==> config.mk <==
export PLATFORM = sky130hd
export DESIGN_NAME = ptmr_pair
export DESIGN_NICKNAME = d
export VERILOG_FILES = /design/src/verilog/ptmr_pkg.sv /design/src/verilog/ptmr_pair.sv
export SDC_FILE = /design/constraint.sdc
export NUM_CORES = 1
export LEC_CHECK = 0
export ABC_AREA = 1
export BUFFER_PORTS_ARGS = -buffer_cell sky130_fd_sc_hd__buf_2
export CAP_MARGIN = 30
export CORE_MARGIN = 5
export CORE_UTILIZATION = 45
export DETAILED_ROUTE_END_ITERATION = 10
export PLACE_DENSITY = 0.7
export RECOVER_POWER = 100
export SYNTH_ARGS = -nofsm -noshare
export SYNTH_HDL_FRONTEND = slang
export SYNTH_SLANG_ARGS = --single-unit
export TNS_END_PERCENT = 5
==> constraint.sdc <==
create_clock -name MCLK -period 3.1 [get_ports MCLK]
set_input_delay 0.465 -clock MCLK [delete_from_list [all_inputs] [get_ports MCLK]]
set_output_delay 0.465 -clock MCLK [all_outputs]
set_load 0.02 [all_outputs]
==> src/verilog/ptmr_pkg.sv <==
/*
 * Shared constants, register map, field layout and carrier types for the
 * paired 16/32-bit timer. Assumes a 16-bit register port with a 4-bit word
 * address, one clock and a synchronous active-high reset.
 */
package ptmr_pkg;

	typedef logic [15:0] ptmr_word_t;
	typedef logic [3:0] ptmr_addr_t;
	typedef logic [2:0] ptmr_prio_t;

	// ----------------------------------------------------------------
	// Register offsets (word addresses)
	// ----------------------------------------------------------------
	localparam ptmr_addr_t ADDR_LO_CTRL = 4'h0;
	localparam ptmr_addr_t ADDR_HI_CTRL = 4'h1;
	localparam ptmr_addr_t ADDR_LO_COUNT = 4'h2;
	localparam ptmr_addr_t ADDR_HI_COUNT = 4'h3;
	localparam ptmr_addr_t ADDR_LO_PERIOD = 4'h4;
	localparam ptmr_addr_t ADDR_HI_PERIOD = 4'h5;
	localparam ptmr_addr_t ADDR_IRQ_STATUS = 4'h6;
	localparam ptmr_addr_t ADDR_IRQ_ENABLE = 4'h7;
	localparam ptmr_addr_t ADDR_IRQ_PRIO = 4'h8;

	// ----------------------------------------------------------------
	// Field positions
	// ----------------------------------------------------------------
	localparam int CTRL_RUN_BIT = 15;
	localparam int CTRL_IDLE_BIT = 13;
	localparam int CTRL_GATE_BIT = 6;
	localparam int CTRL_PS_LSB = 4;
	localparam int CTRL_JOIN_BIT = 3;
	localparam int CTRL_CS_BIT = 1;
	localparam int IRQ_LO_BIT = 0;
	localparam int IRQ_HI_BIT = 1;
	localparam int PRIO_LO_LSB = 0;
	localparam int PRIO_HI_LSB = 4;

	// ----------------------------------------------------------------
	// Reset values and prescaler terminal counts (1:1, 1:8, 1:64, 1:256)
	// ----------------------------------------------------------------
	localparam ptmr_word_t CTRL_RST = 16'h0000;
	localparam ptmr_word_t COUNT_RST = 16'h0000;
	localparam ptmr_word_t PERIOD_RST = 16'hffff;
	localparam logic [1:0] IRQ_BITS_RST = 2'h0;
	localparam ptmr_prio_t PRIO_RST = 3'h0;
	localparam ptmr_prio_t PRIO_OFF = 3'h0;
	localparam logic [7:0] PS_TC_DIV1 = 8'h00;
	localparam logic [7:0] PS_TC_DIV8 = 8'h07;
	localparam logic [7:0] PS_TC_DIV64 = 8'h3f;
	localparam logic [7:0] PS_TC_DIV256 = 8'hff;

	typedef struct packed {
		logic run_control;
		logic idle_stop_select;
		logic gate_count_select;
		logic [1:0] prescale_ratio;
		logic pair_join_select;
		logic clock_source_select;
	} ptmr_ctrl_s;

	function automatic ptmr_ctrl_s ptmr_ctrl_unpack(input ptmr_word_t w);
		ptmr_ctrl_s c;
		c.run_control = w[CTRL_RUN_BIT];
		c.idle_stop_select = w[CTRL_IDLE_BIT];
		c.gate_count_select = w[CTRL_GATE_BIT];
		c.prescale_ratio = w[CTRL_PS_LSB +: 2];
		c.pair_join_select = w[CTRL_JOIN_BIT];
		c.clock_source_select = w[CTRL_CS_BIT];
		return c;
	endfunction

	function automatic ptmr_word_t ptmr_ctrl_pack(input ptmr_ctrl_s c);
		ptmr_word_t w;
		w = 16'h0000;
		w[CTRL_RUN_BIT] = c.run_control;
		w[CTRL_IDLE_BIT] = c.idle_stop_select;
		w[CTRL_GATE_BIT] = c.gate_count_select;
		w[CTRL_PS_LSB +: 2] = c.prescale_ratio;
		w[CTRL_JOIN_BIT] = c.pair_join_select;
		w[CTRL_CS_BIT] = c.clock_source_select;
		return w;
	endfunction

endpackage

==> src/verilog/ptmr_pair.sv <==
/*
 * Paired 16-bit timers that run alone or join into one 32-bit timer, with
 * prescaler, gating, count pins, sticky interrupts, priority and DMA trigger.
 * Assumes MCLK is the instruction-cycle clock and the count pins are asynchronous.
 */
// The implementer's own choices: the register addresses and the address-and-strobe port.
`timescale 1ns/100ps
module ptmr_pair #(
	parameter bit DMA_CAPABLE = 1'b1
) (
	input wire logic MCLK,
	input wire logic SRST,
	input wire ptmr_pkg::ptmr_addr_t ADDR,
	input wire ptmr_pkg::ptmr_word_t WDATA,
	input wire logic WR_STB,
	input wire logic RD_STB,
	output ptmr_pkg::ptmr_word_t RDATA,
	input wire logic [1:0] EXT_COUNT_CLK_PIN,
	input wire logic IDLE,
	output logic IRQ,
	output ptmr_pkg::ptmr_prio_t IRQ_PRIO,
	output logic [1:0] DMA_REQ
);
	import ptmr_pkg::*;

	// ------------------------------------------------------------
	// State
	// ------------------------------------------------------------
	ptmr_ctrl_s ctrl_reg [2];
	ptmr_word_t count_reg [2];
	ptmr_word_t count_next [2];
	ptmr_word_t period_reg [2];
	logic [7:0] pre_reg [2];
	logic [7:0] pre_next [2];
	logic [2:0] pin_sync_reg [2];
	logic [1:0] pin_lvl_reg;
	logic [1:0] pin_prev_reg;
	logic [1:0] irq_stat_reg;
	logic [1:0] irq_en_reg;
	ptmr_prio_t prio_reg [2];
	ptmr_word_t rdata_reg;
	ptmr_prio_t irq_prio_reg;
	logic [1:0] dma_reg;
	logic [1:0] tick;
	logic [1:0] irq_evt;
	logic [1:0] irq_pend;
	logic join_on;
	ptmr_word_t rd_word;
	ptmr_prio_t best_prio;
	logic [31:0] count32;
	logic [31:0] sum32;

	function automatic logic [7:0] ps_terminal(input logic [1:0] ps);
		logic [7:0] tc;
		tc = PS_TC_DIV1;
		unique case (ps)
			2'h0: tc = PS_TC_DIV1;
			2'h1: tc = PS_TC_DIV8;
			2'h2: tc = PS_TC_DIV64;
			2'h3: tc = PS_TC_DIV256;
		endcase
		return tc;
	endfunction

	function automatic logic wr_hit(input ptmr_addr_t a);
		return WR_STB && (ADDR == a);
	endfunction

	assign join_on = ctrl_reg[0].pair_join_select;
	assign count32 = {count_reg[1], count_reg[0]};
	assign sum32 = count32 + 32'h0000_0001;

	// ------------------------------------------------------------
	// Count pin synchronisers: stages two and three must agree, filtering glitches
	// ------------------------------------------------------------
	always_ff @(posedge MCLK) begin
		for (int i = 0; i < 2; i++) begin
			if (SRST) begin
				pin_sync_reg[i] <= 3'h0;
			end else begin
				pin_sync_reg[i] <= {pin_sync_reg[i][1:0], EXT_COUNT_CLK_PIN[i]};
			end
		end
	end

	always_ff @(posedge MCLK) begin
		for (int i = 0; i < 2; i++) begin
			if (SRST) begin
				pin_lvl_reg[i] <= 1'b0;
				pin_prev_reg[i] <= 1'b0;
			end else begin
				if (pin_sync_reg[i][1] == pin_sync_reg[i][2]) begin
					pin_lvl_reg[i] <= pin_sync_reg[i][2];
				end
				pin_prev_reg[i] <= pin_lvl_reg[i];
			end
		end
	end

	// ------------------------------------------------------------
	// Tick source, gating and prescaler
	// ------------------------------------------------------------
	always_comb begin
		ptmr_ctrl_s cfg;
		logic src_tick;
		logic active;
		logic pre_done;
		int src;
		cfg = ctrl_reg[0];
		src_tick = 1'b0;
		active = 1'b0;
		pre_done = 1'b0;
		src = 0;
		for (int i = 0; i < 2; i++) begin
			// Joined, the lower control word steers both halves
			cfg = join_on ? ctrl_reg[0] : ctrl_reg[i];
			src = join_on ? 0 : i;
			// The upper idle-stop bit is still honoured when joined
			active = cfg.run_control
				&& !(IDLE && (cfg.idle_stop_select
				|| (join_on && ctrl_reg[1].idle_stop_select)))
				&& !(join_on && (i == 1));
			if (cfg.clock_source_select) begin
				src_tick = pin_lvl_reg[src] && !pin_prev_reg[src];
			end else if (cfg.gate_count_select) begin
				src_tick = pin_lvl_reg[src];
			end else begin
				src_tick = 1'b1;
			end
			pre_done = (pre_reg[i] == ps_terminal(cfg.prescale_ratio));
			tick[i] = active && src_tick && pre_done;
			if (!active) begin
				pre_next[i] = 8'h00;
			end else if (src_tick) begin
				pre_next[i] = pre_done ? 8'h00 : pre_reg[i] + 8'h01;
			end else begin
				pre_next[i] = pre_reg[i];
			end
		end
	end

	always_ff @(posedge MCLK) begin
		for (int i = 0; i < 2; i++) begin
			if (SRST) begin
				pre_reg[i] <= 8'h00;
			end else begin
				pre_reg[i] <= pre_next[i];
			end
		end
	end

	// ------------------------------------------------------------
	// Counters and period match
	// ------------------------------------------------------------
	always_comb begin
		count_next[0] = count_reg[0];
		count_next[1] = count_reg[1];
		irq_evt = 2'h0;
		if (join_on) begin
			if (tick[0]) begin
				if (count32 == {period_reg[1], period_reg[0]}) begin
					count_next[0] = COUNT_RST;
					count_next[1] = COUNT_RST;
					irq_evt[IRQ_HI_BIT] = 1'b1;
				end else begin
					count_next[0] = sum32[15:0];
					count_next[1] = sum32[31:16];
				end
			end
		end else begin
			for (int i = 0; i < 2; i++) begin
				if (tick[i]) begin
					if (count_reg[i] == period_reg[i]) begin
						count_next[i] = COUNT_RST;
						irq_evt[i] = 1'b1;
					end else begin
						count_next[i] = count_reg[i] + 16'h0001;
					end
				end
			end
		end
		// A software write to a count word wins over the tick in that cycle
		if (wr_hit(ADDR_LO_COUNT)) begin
			count_next[0] = WDATA;
		end
		if (wr_hit(ADDR_HI_COUNT)) begin
			count_next[1] = WDATA;
		end
	end

	always_ff @(posedge MCLK) begin
		for (int i = 0; i < 2; i++) begin
			if (SRST) begin
				count_reg[i] <= COUNT_RST;
			end else begin
				count_reg[i] <= count_next[i];
			end
		end
	end

	// ------------------------------------------------------------
	// Control and period registers
	// ------------------------------------------------------------
	always_ff @(posedge MCLK) begin
		if (SRST) begin
			ctrl_reg[0] <= ptmr_ctrl_unpack(CTRL_RST);
			ctrl_reg[1] <= ptmr_ctrl_unpack(CTRL_RST);
		end else begin
			if (wr_hit(ADDR_LO_CTRL)) begin
				ctrl_reg[0] <= ptmr_ctrl_unpack(WDATA);
			end
			if (wr_hit(ADDR_HI_CTRL)) begin
				// Only the lower timer can lead a pair, so the join bit is absent here
				ctrl_reg[1] <= ptmr_ctrl_unpack(WDATA & ~(16'h0001 << CTRL_JOIN_BIT));
			end
		end
	end

	always_ff @(posedge MCLK) begin
		if (SRST) begin
			period_reg[0] <= PERIOD_RST;
			period_reg[1] <= PERIOD_RST;
		end else begin
			if (wr_hit(ADDR_LO_PERIOD)) begin
				period_reg[0] <= WDATA;
			end
			if (wr_hit(ADDR_HI_PERIOD)) begin
				period_reg[1] <= WDATA;
			end
		end
	end

	// ------------------------------------------------------------
	// Interrupt status, enable and priority
	// ------------------------------------------------------------
	always_ff @(posedge MCLK) begin
		if (SRST) begin
			irq_stat_reg <= IRQ_BITS_RST;
		end else begin
			// Set wins over a write-one-to-clear in the same cycle
			irq_stat_reg <= (irq_stat_reg
				& ~(wr_hit(ADDR_IRQ_STATUS) ? WDATA[1:0] : 2'h0)) | irq_evt;
		end
	end

	always_ff @(posedge MCLK) begin
		if (SRST) begin
			irq_en_reg <= IRQ_BITS_RST;
			prio_reg[0] <= PRIO_RST;
			prio_reg[1] <= PRIO_RST;
		end else begin
			if (wr_hit(ADDR_IRQ_ENABLE)) begin
				irq_en_reg <= WDATA[1:0];
			end
			if (wr_hit(ADDR_IRQ_PRIO)) begin
				prio_reg[0] <= WDATA[PRIO_LO_LSB +: 3];
				prio_reg[1] <= WDATA[PRIO_HI_LSB +: 3];
			end
		end
	end

	always_comb begin
		best_prio = PRIO_OFF;
		for (int i = 0; i < 2; i++) begin
			irq_pend[i] = irq_stat_reg[i] && irq_en_reg[i]
				&& (prio_reg[i] != PRIO_OFF);
		end
		// Lower interrupt bits are ignored while joined
		if (join_on) begin
			irq_pend[IRQ_LO_BIT] = 1'b0;
		end
		for (int i = 0; i < 2; i++) begin
			if (irq_pend[i] && (prio_reg[i] > best_prio)) begin
				best_prio = prio_reg[i];
			end
		end
	end

	assign IRQ = |irq_pend;

	always_ff @(posedge MCLK) begin
		if (SRST) begin
			irq_prio_reg <= PRIO_OFF;
			dma_reg <= 2'h0;
		end else begin
			irq_prio_reg <= best_prio;
			dma_reg <= DMA_CAPABLE ? irq_evt : 2'h0;
		end
	end

	assign IRQ_PRIO = irq_prio_reg;
	assign DMA_REQ = dma_reg;

	// ------------------------------------------------------------
	// Register read port: data valid only in the cycle after the strobe
	// ------------------------------------------------------------
	always_comb begin
		rd_word = 16'h0000;
		unique case (ADDR)
			ADDR_LO_CTRL: rd_word = ptmr_ctrl_pack(ctrl_reg[0]);
			ADDR_HI_CTRL: rd_word = ptmr_ctrl_pack(ctrl_reg[1]);
			ADDR_LO_COUNT: rd_word = count_reg[0];
			ADDR_HI_COUNT: rd_word = count_reg[1];
			ADDR_LO_PERIOD: rd_word = period_reg[0];
			ADDR_HI_PERIOD: rd_word = period_reg[1];
			ADDR_IRQ_STATUS: rd_word = {14'h0000, irq_stat_reg};
			ADDR_IRQ_ENABLE: rd_word = {14'h0000, irq_en_reg};
			ADDR_IRQ_PRIO: rd_word = {9'h000, prio_reg[1], 1'b0, prio_reg[0]};
			default: rd_word = 16'h0000;
		endcase
	end

	always_ff @(posedge MCLK) begin
		if (SRST) begin
			rdata_reg <= 16'h0000;
		end else begin
			rdata_reg <= RD_STB ? rd_word : 16'h0000;
		end
	end

	assign RDATA = rdata_reg;
endmodule

Word-level counts from Yosys, hierarchy flattened
Memory sizes are Yosys's and may differ from the RTL's.
Cells that the tools add are included.
- $lt $le $gt $ge: 3
- shifts and indexed selects: 0
- add/subtract/negate cells: 5
- multiplexer cells: 72
- reductions and logical operators: 41
- equality and inequality tests: 21
- bitwise gates (word level): 16
- multiply operators: 0
- divide/modulo/power cells: 0
- operators by type and width (kind ; number):
    2-to-1 mux 16 bit ; 10
    case mux 16 bit (9 select lines) ; 1
    2-to-1 mux 32 bit ; 3
    2-to-1 mux 8 bit ; 8
    case mux 8 bit (4 select lines) ; 2
    2-to-1 mux 1 bit ; 38
    adder 16 x 1 -> 16 bit, second input constant ; 2
    adder 32 x 1 -> 32 bit, second input constant ; 1
    equality test 16 bit ; 2
    equality test 32 bit ; 1
    logical AND 1 bit ; 27
    2-to-1 mux 7 bit ; 3
    2-to-1 mux 3 bit ; 6
    adder 8 x 1 -> 8 bit, second input constant ; 2
    equality test 4 x 3 -> 1 bit, second input constant ; 4
    equality test 8 bit ; 2
    bitwise OR 1 bit ; 12
    equality test 2 bit, second input constant ; 4
    equality test 4 x 2 -> 1 bit, second input constant ; 2
    nonzero test 3 bit ; 2
    zero test 1 bit ; 5
    equality test 2 x 1 -> 1 bit, second input constant ; 2
    equality test 4 x 1 -> 1 bit, second input constant ; 1
    equality test 4 bit, second input constant ; 1
    13 further kinds ; 17
- flip-flop bits (word level): 29
- memories kept: 6
- bits in writable memories: 106
- output and inout port bits: 22
- latch bits: 0
- ROM bits: 0
- memory list (name ; words ; width ; rd ports ; clocked after memory_dff ; write ports ; line ; RTL):
    count_reg ; 2 ; 16 ; 2 ; 0 ; 2 ; ptmr_pair.sv:30 ; ptmr_word_t count_reg [2];
    period_reg ; 2 ; 16 ; 2 ; 0 ; 2 ; ptmr_pair.sv:32 ; ptmr_word_t period_reg [2];
    pre_reg ; 2 ; 8 ; 2 ; 0 ; 2 ; ptmr_pair.sv:33 ; logic [7:0] pre_reg [2];
    ctrl_reg ; 2 ; 7 ; 2 ; 0 ; 2 ; ptmr_pair.sv:29 ; ptmr_ctrl_s ctrl_reg [2];
    pin_sync_reg ; 2 ; 3 ; 2 ; 0 ; 2 ; ptmr_pair.sv:35 ; logic [2:0] pin_sync_reg [2];
    prio_reg ; 2 ; 3 ; 2 ; 0 ; 2 ; ptmr_pair.sv:40 ; ptmr_prio_t prio_reg [2];

Depth between registers and ports, before layout
An unclocked memory read counts as a cell.
- depth after elaboration: 14
- gate-level depth with buffers: 14
- mapped depth without buffers: 13

Worst setup path after synthesis
Ideal clock, no wire load.
- kind: input to register
- start point: input port ADDR[2]
- end point: memory period_reg[0][0] (netlist name), enable pin
- data required time: 2.689 ns
- path buffers: 0
- arrival time: 2.248 ns
- stages on the path: 6
- library setup time: 0.411 ns
- path slack: 0.441 ns
- path through: inv_1 nor2_1 inv_1 nor2_1 inv_1 o21ai_0
- RTL lines (what ; line ; RTL):
    start: declaration ; ptmr_pair.sv:13 ; input wire ptmr_pkg::ptmr_addr_t ADDR,
    end: declaration ; ptmr_pair.sv:32 ;

==> impl_results.md <==
- Cell Rows: 49
- Post-route insts no fill: 1425
- Vias in the first global route: 7360
- Post-CTS Resized: 0
- Post-synth EDFFs: 51
- Post-placement cell area: 0.00853 mm2
- Worst-path clk slew: 0.06 ns
- Rel. slew slack: 20.4%
- Num CTS Buffers: 17
- Distinct cells, synth: 52
- Crit path max fanout: 21
- Total grt overflow: 0
- Hold_ws: 0.230 ns
- Most Frequent Cell on Critical Path: clkbuf_1
- Outcome: complete, no violations
- Placed insts: 1393
- Max stage delay on crit path: 0.71 ns
- Nets: 1217
- Horiz. Die Dim: 144 um
- Clock latency at the later pin of the worst-skew pair: 0.44 ns
- Leakage: 3.66 nW
- Least-Margin Pin Slew: 1.19 ns
- Hold_buf cts: 0
- Hold WC Path Type: input port to flop
- PortBufs: 48
- Most used DFF post-synth: dfxtp_1
- Post-Syn Area: 0.00808 mm2
- Area grow syn2layout: 12.1%
- Post-synth net total: 1170
- Starting Density: 45.3%
- Critical path's slowest cell: clkbuf_1
- Via/cell ratio: 5.52
- Kind of critical path: input port to flop
- Filler cells: 1788
- Peak Freq: 360 MHz
- Synth Area per Inst: 7.12 um2
- Crit path time final: 2.77 ns
- Largest net degree at the start of global routing: 22
- RSZ-0062 raised after global routing: no
- 1st-pass router iterations: 6
- Post-synth ARST share: 0%
- Hold Violations, Final: 0
- CP cell instances: clkbuf_1 > inv_1 > clkbuf_1 > o21ai_0 > clkbuf_1
- First-pass GRT wire length: 39.6 mm
- Routability cong.: 1.05
- Seq/Total Area, Yosys: 39.5%
- Cell Pwr Density: 499 mW/mm2
- Drt total wl: 25.2 mm
- Post-Synthesis Cells: 1136
- Initial DRC Count: 911
- Max Cap Viol: 0
- GRT Resource Usage Total: 24.9%
- DP HPWL: 18.7 mm
- Root Driver: clkbuf_16
- Detailed-route wire length per cell: 17.7 um
- Final Cycle Share: 89.5%
- CTS sink cnt: 134
- DR vias: 7862
- Vert. Die Dim: 144 um
- Die area: 0.0207 mm2
- CORE AREA: 0.0178 mm2
- H-tree depth: 4
- Synth warn: 0
- CP Capture Type: flop
- # Post-CTS Setup Buffers: 0
- Worst Path Required: 3.16 ns
- Number of synthesized register bits: 134
- Final instance area: 0.00906 mm2
- Max IR drop VDD: 0.392 mV
- Remaining DRCs: 0
- CTS tree: built
- Ports: 49
- Ant diodes: 0
- Fin. max-slew vios: 0
- Layout Skew: 0.0104 ns
- Post-route ant nets: 0
- Setup TNS: 0 ns
- Initial antenna violation count: 0
- CP arrival: 2.84 ns
- Layout cells sized above 1: 9.78%
- Finish-stage setup viols: 0
- Clock tree buffer depth: 2
- CP startpoint kind: input port
power by group:
group	switching (W)	internal (W)
sequential	0.0000732	0.00189
clock	0.000897	0.00127
combinational	0.000264	0.000121
total	0.00123	0.00328
path summary, 6_finish.rpt:
check                                startpoint                             to  slack, ns  cells past startpoint
hold reg to reg   pin_sync_reg[1][0]$_SDFF_PP0_  pin_sync_reg[1][1]$_SDFF_PP0_       0.41                      2
hold / removal             EXT_COUNT_CLK_PIN[1]  pin_sync_reg[1][0]$_SDFF_PP0_       0.23                      3
setup reg to reg   ctrl_reg[0][1]$_SDFFCE_PP0P_  count_reg[1][13]$_SDFFE_PP0P_       0.55                      8
setup / recovery                           SRST     period_reg[0][9]$_DFFE_PP_       0.33                      5
cells in the final DEF (no fill, tap or decap), types with 3 or more instances in the layout:
cell	synthesis	layout
nand3b_1	7	7
a21oi_1	52	52
a221oi_1	13	13
clkbuf_1	10	31
buf_2	17	24
o21ai_2	3	3
o21ai_0	49	53
nand2_1	289	290
nor2_4	10	10
edfxtp_1	51	51
nand2_2	9	8
inv_8	0	3
xnor2_1	20	20
inv_2	12	11
clkbuf_16	0	18
xor2_1	29	29
o21ai_1	8	4
nor2_2	8	7
nor3_1	20	20
dfxtp_1	83	83
buf_4	3	7
o22ai_1	23	23
inv_6	0	6
nand3_1	50	52
inv_1	150	151
nor2_1	152	153
nor3b_1	2	3
a31oi_1	7	7
nand4_1	16	17
nand3_2	5	4
ha_1	7	7
critical path: cells and delay by family:
family | cells | cell delay (ns)
compound gates | 1 | 0.33
buf+inv | 4 | 2.02
final cells by class:
class                   instances  area [um2]  area share, %
clock inverters                14         178           1.96
inverters                     163         614           6.78
well taps                     229         287           3.16
flip-flops and latches        134        3190           35.3
multi-input cells             804        4040           44.6
clock buffers                  18         450           4.97
repair buffers                 63         294           3.25
kinds of logic (layout without fill, tap and decap cells):
logic type | Yosys count | after routing | share of synthesized area (%)
xor+xnor | 49 | 49 | 5.31
fa+ha+maj | 7 | 7 | 1.08
compound gates | 167 | 167 | 12.1
buf+inv | 198 | 258 | 10.0
flops | 134 | 134 | 39.5
simple gates | 581 | 581 | 32.0
routing by layer:
layer,track usage [%],vias up,part of all wire [%]
met1,33.9,3641,42
met3,5.09,63,9.4
met4,9.61,0,3.0
li1,-,3781,-
met2,39.1,377,46
met5,0,-,0
synthesized netlist by cell type, types with 2 or more instances:
cell type | count | area [um2]
edfxtp_1 | 51 | 1530
o21ai_0 | 49 | 245
ha_1 | 7 | 87.6
nor2_2 | 8 | 50.1
clkbuf_1 | 10 | 37.5
xor2_1 | 29 | 254
nand3_2 | 5 | 50.1
buf_6 | 4 | 45.0
nand4_1 | 16 | 100
o21ai_2 | 3 | 26.3
buf_2 | 17 | 85.1
a21oi_1 | 52 | 260
xnor2_1 | 20 | 175
nor2_1 | 152 | 571
nand2_2 | 9 | 56.3
nand3_1 | 50 | 250
nor3_2 | 2 | 20.0
a221oi_1 | 13 | 114
o21ai_1 | 8 | 40.0
nand2_4 | 2 | 22.5
inv_2 | 12 | 45.0
o22ai_1 | 23 | 144
dfxtp_1 | 83 | 1660
buf_4 | 3 | 22.5
inv_1 | 150 | 563
nor3_1 | 20 | 100
nor3b_1 | 2 | 15.0
nand2_1 | 289 | 1080
a211oi_1 | 2 | 15.0
nand3b_1 | 7 | 52.6
o211ai_1 | 2 | 15.0
a31oi_1 | 7 | 43.8
nor2_4 | 10 | 113
through the flow:
stage	total power, W	utilization (%)	setup slack [ns]
global placement	0.00238	47.8	0.777
CTS	0.00453	51.3	0.731
floorplan	0.00224	-	0.441
finish	0.00452	50.8	0.325
detailed placement	0.00238	47.8	0.734
global route	0.00467	50.8	0.241
Note: power is estimated with default switching activity, not from simulation.
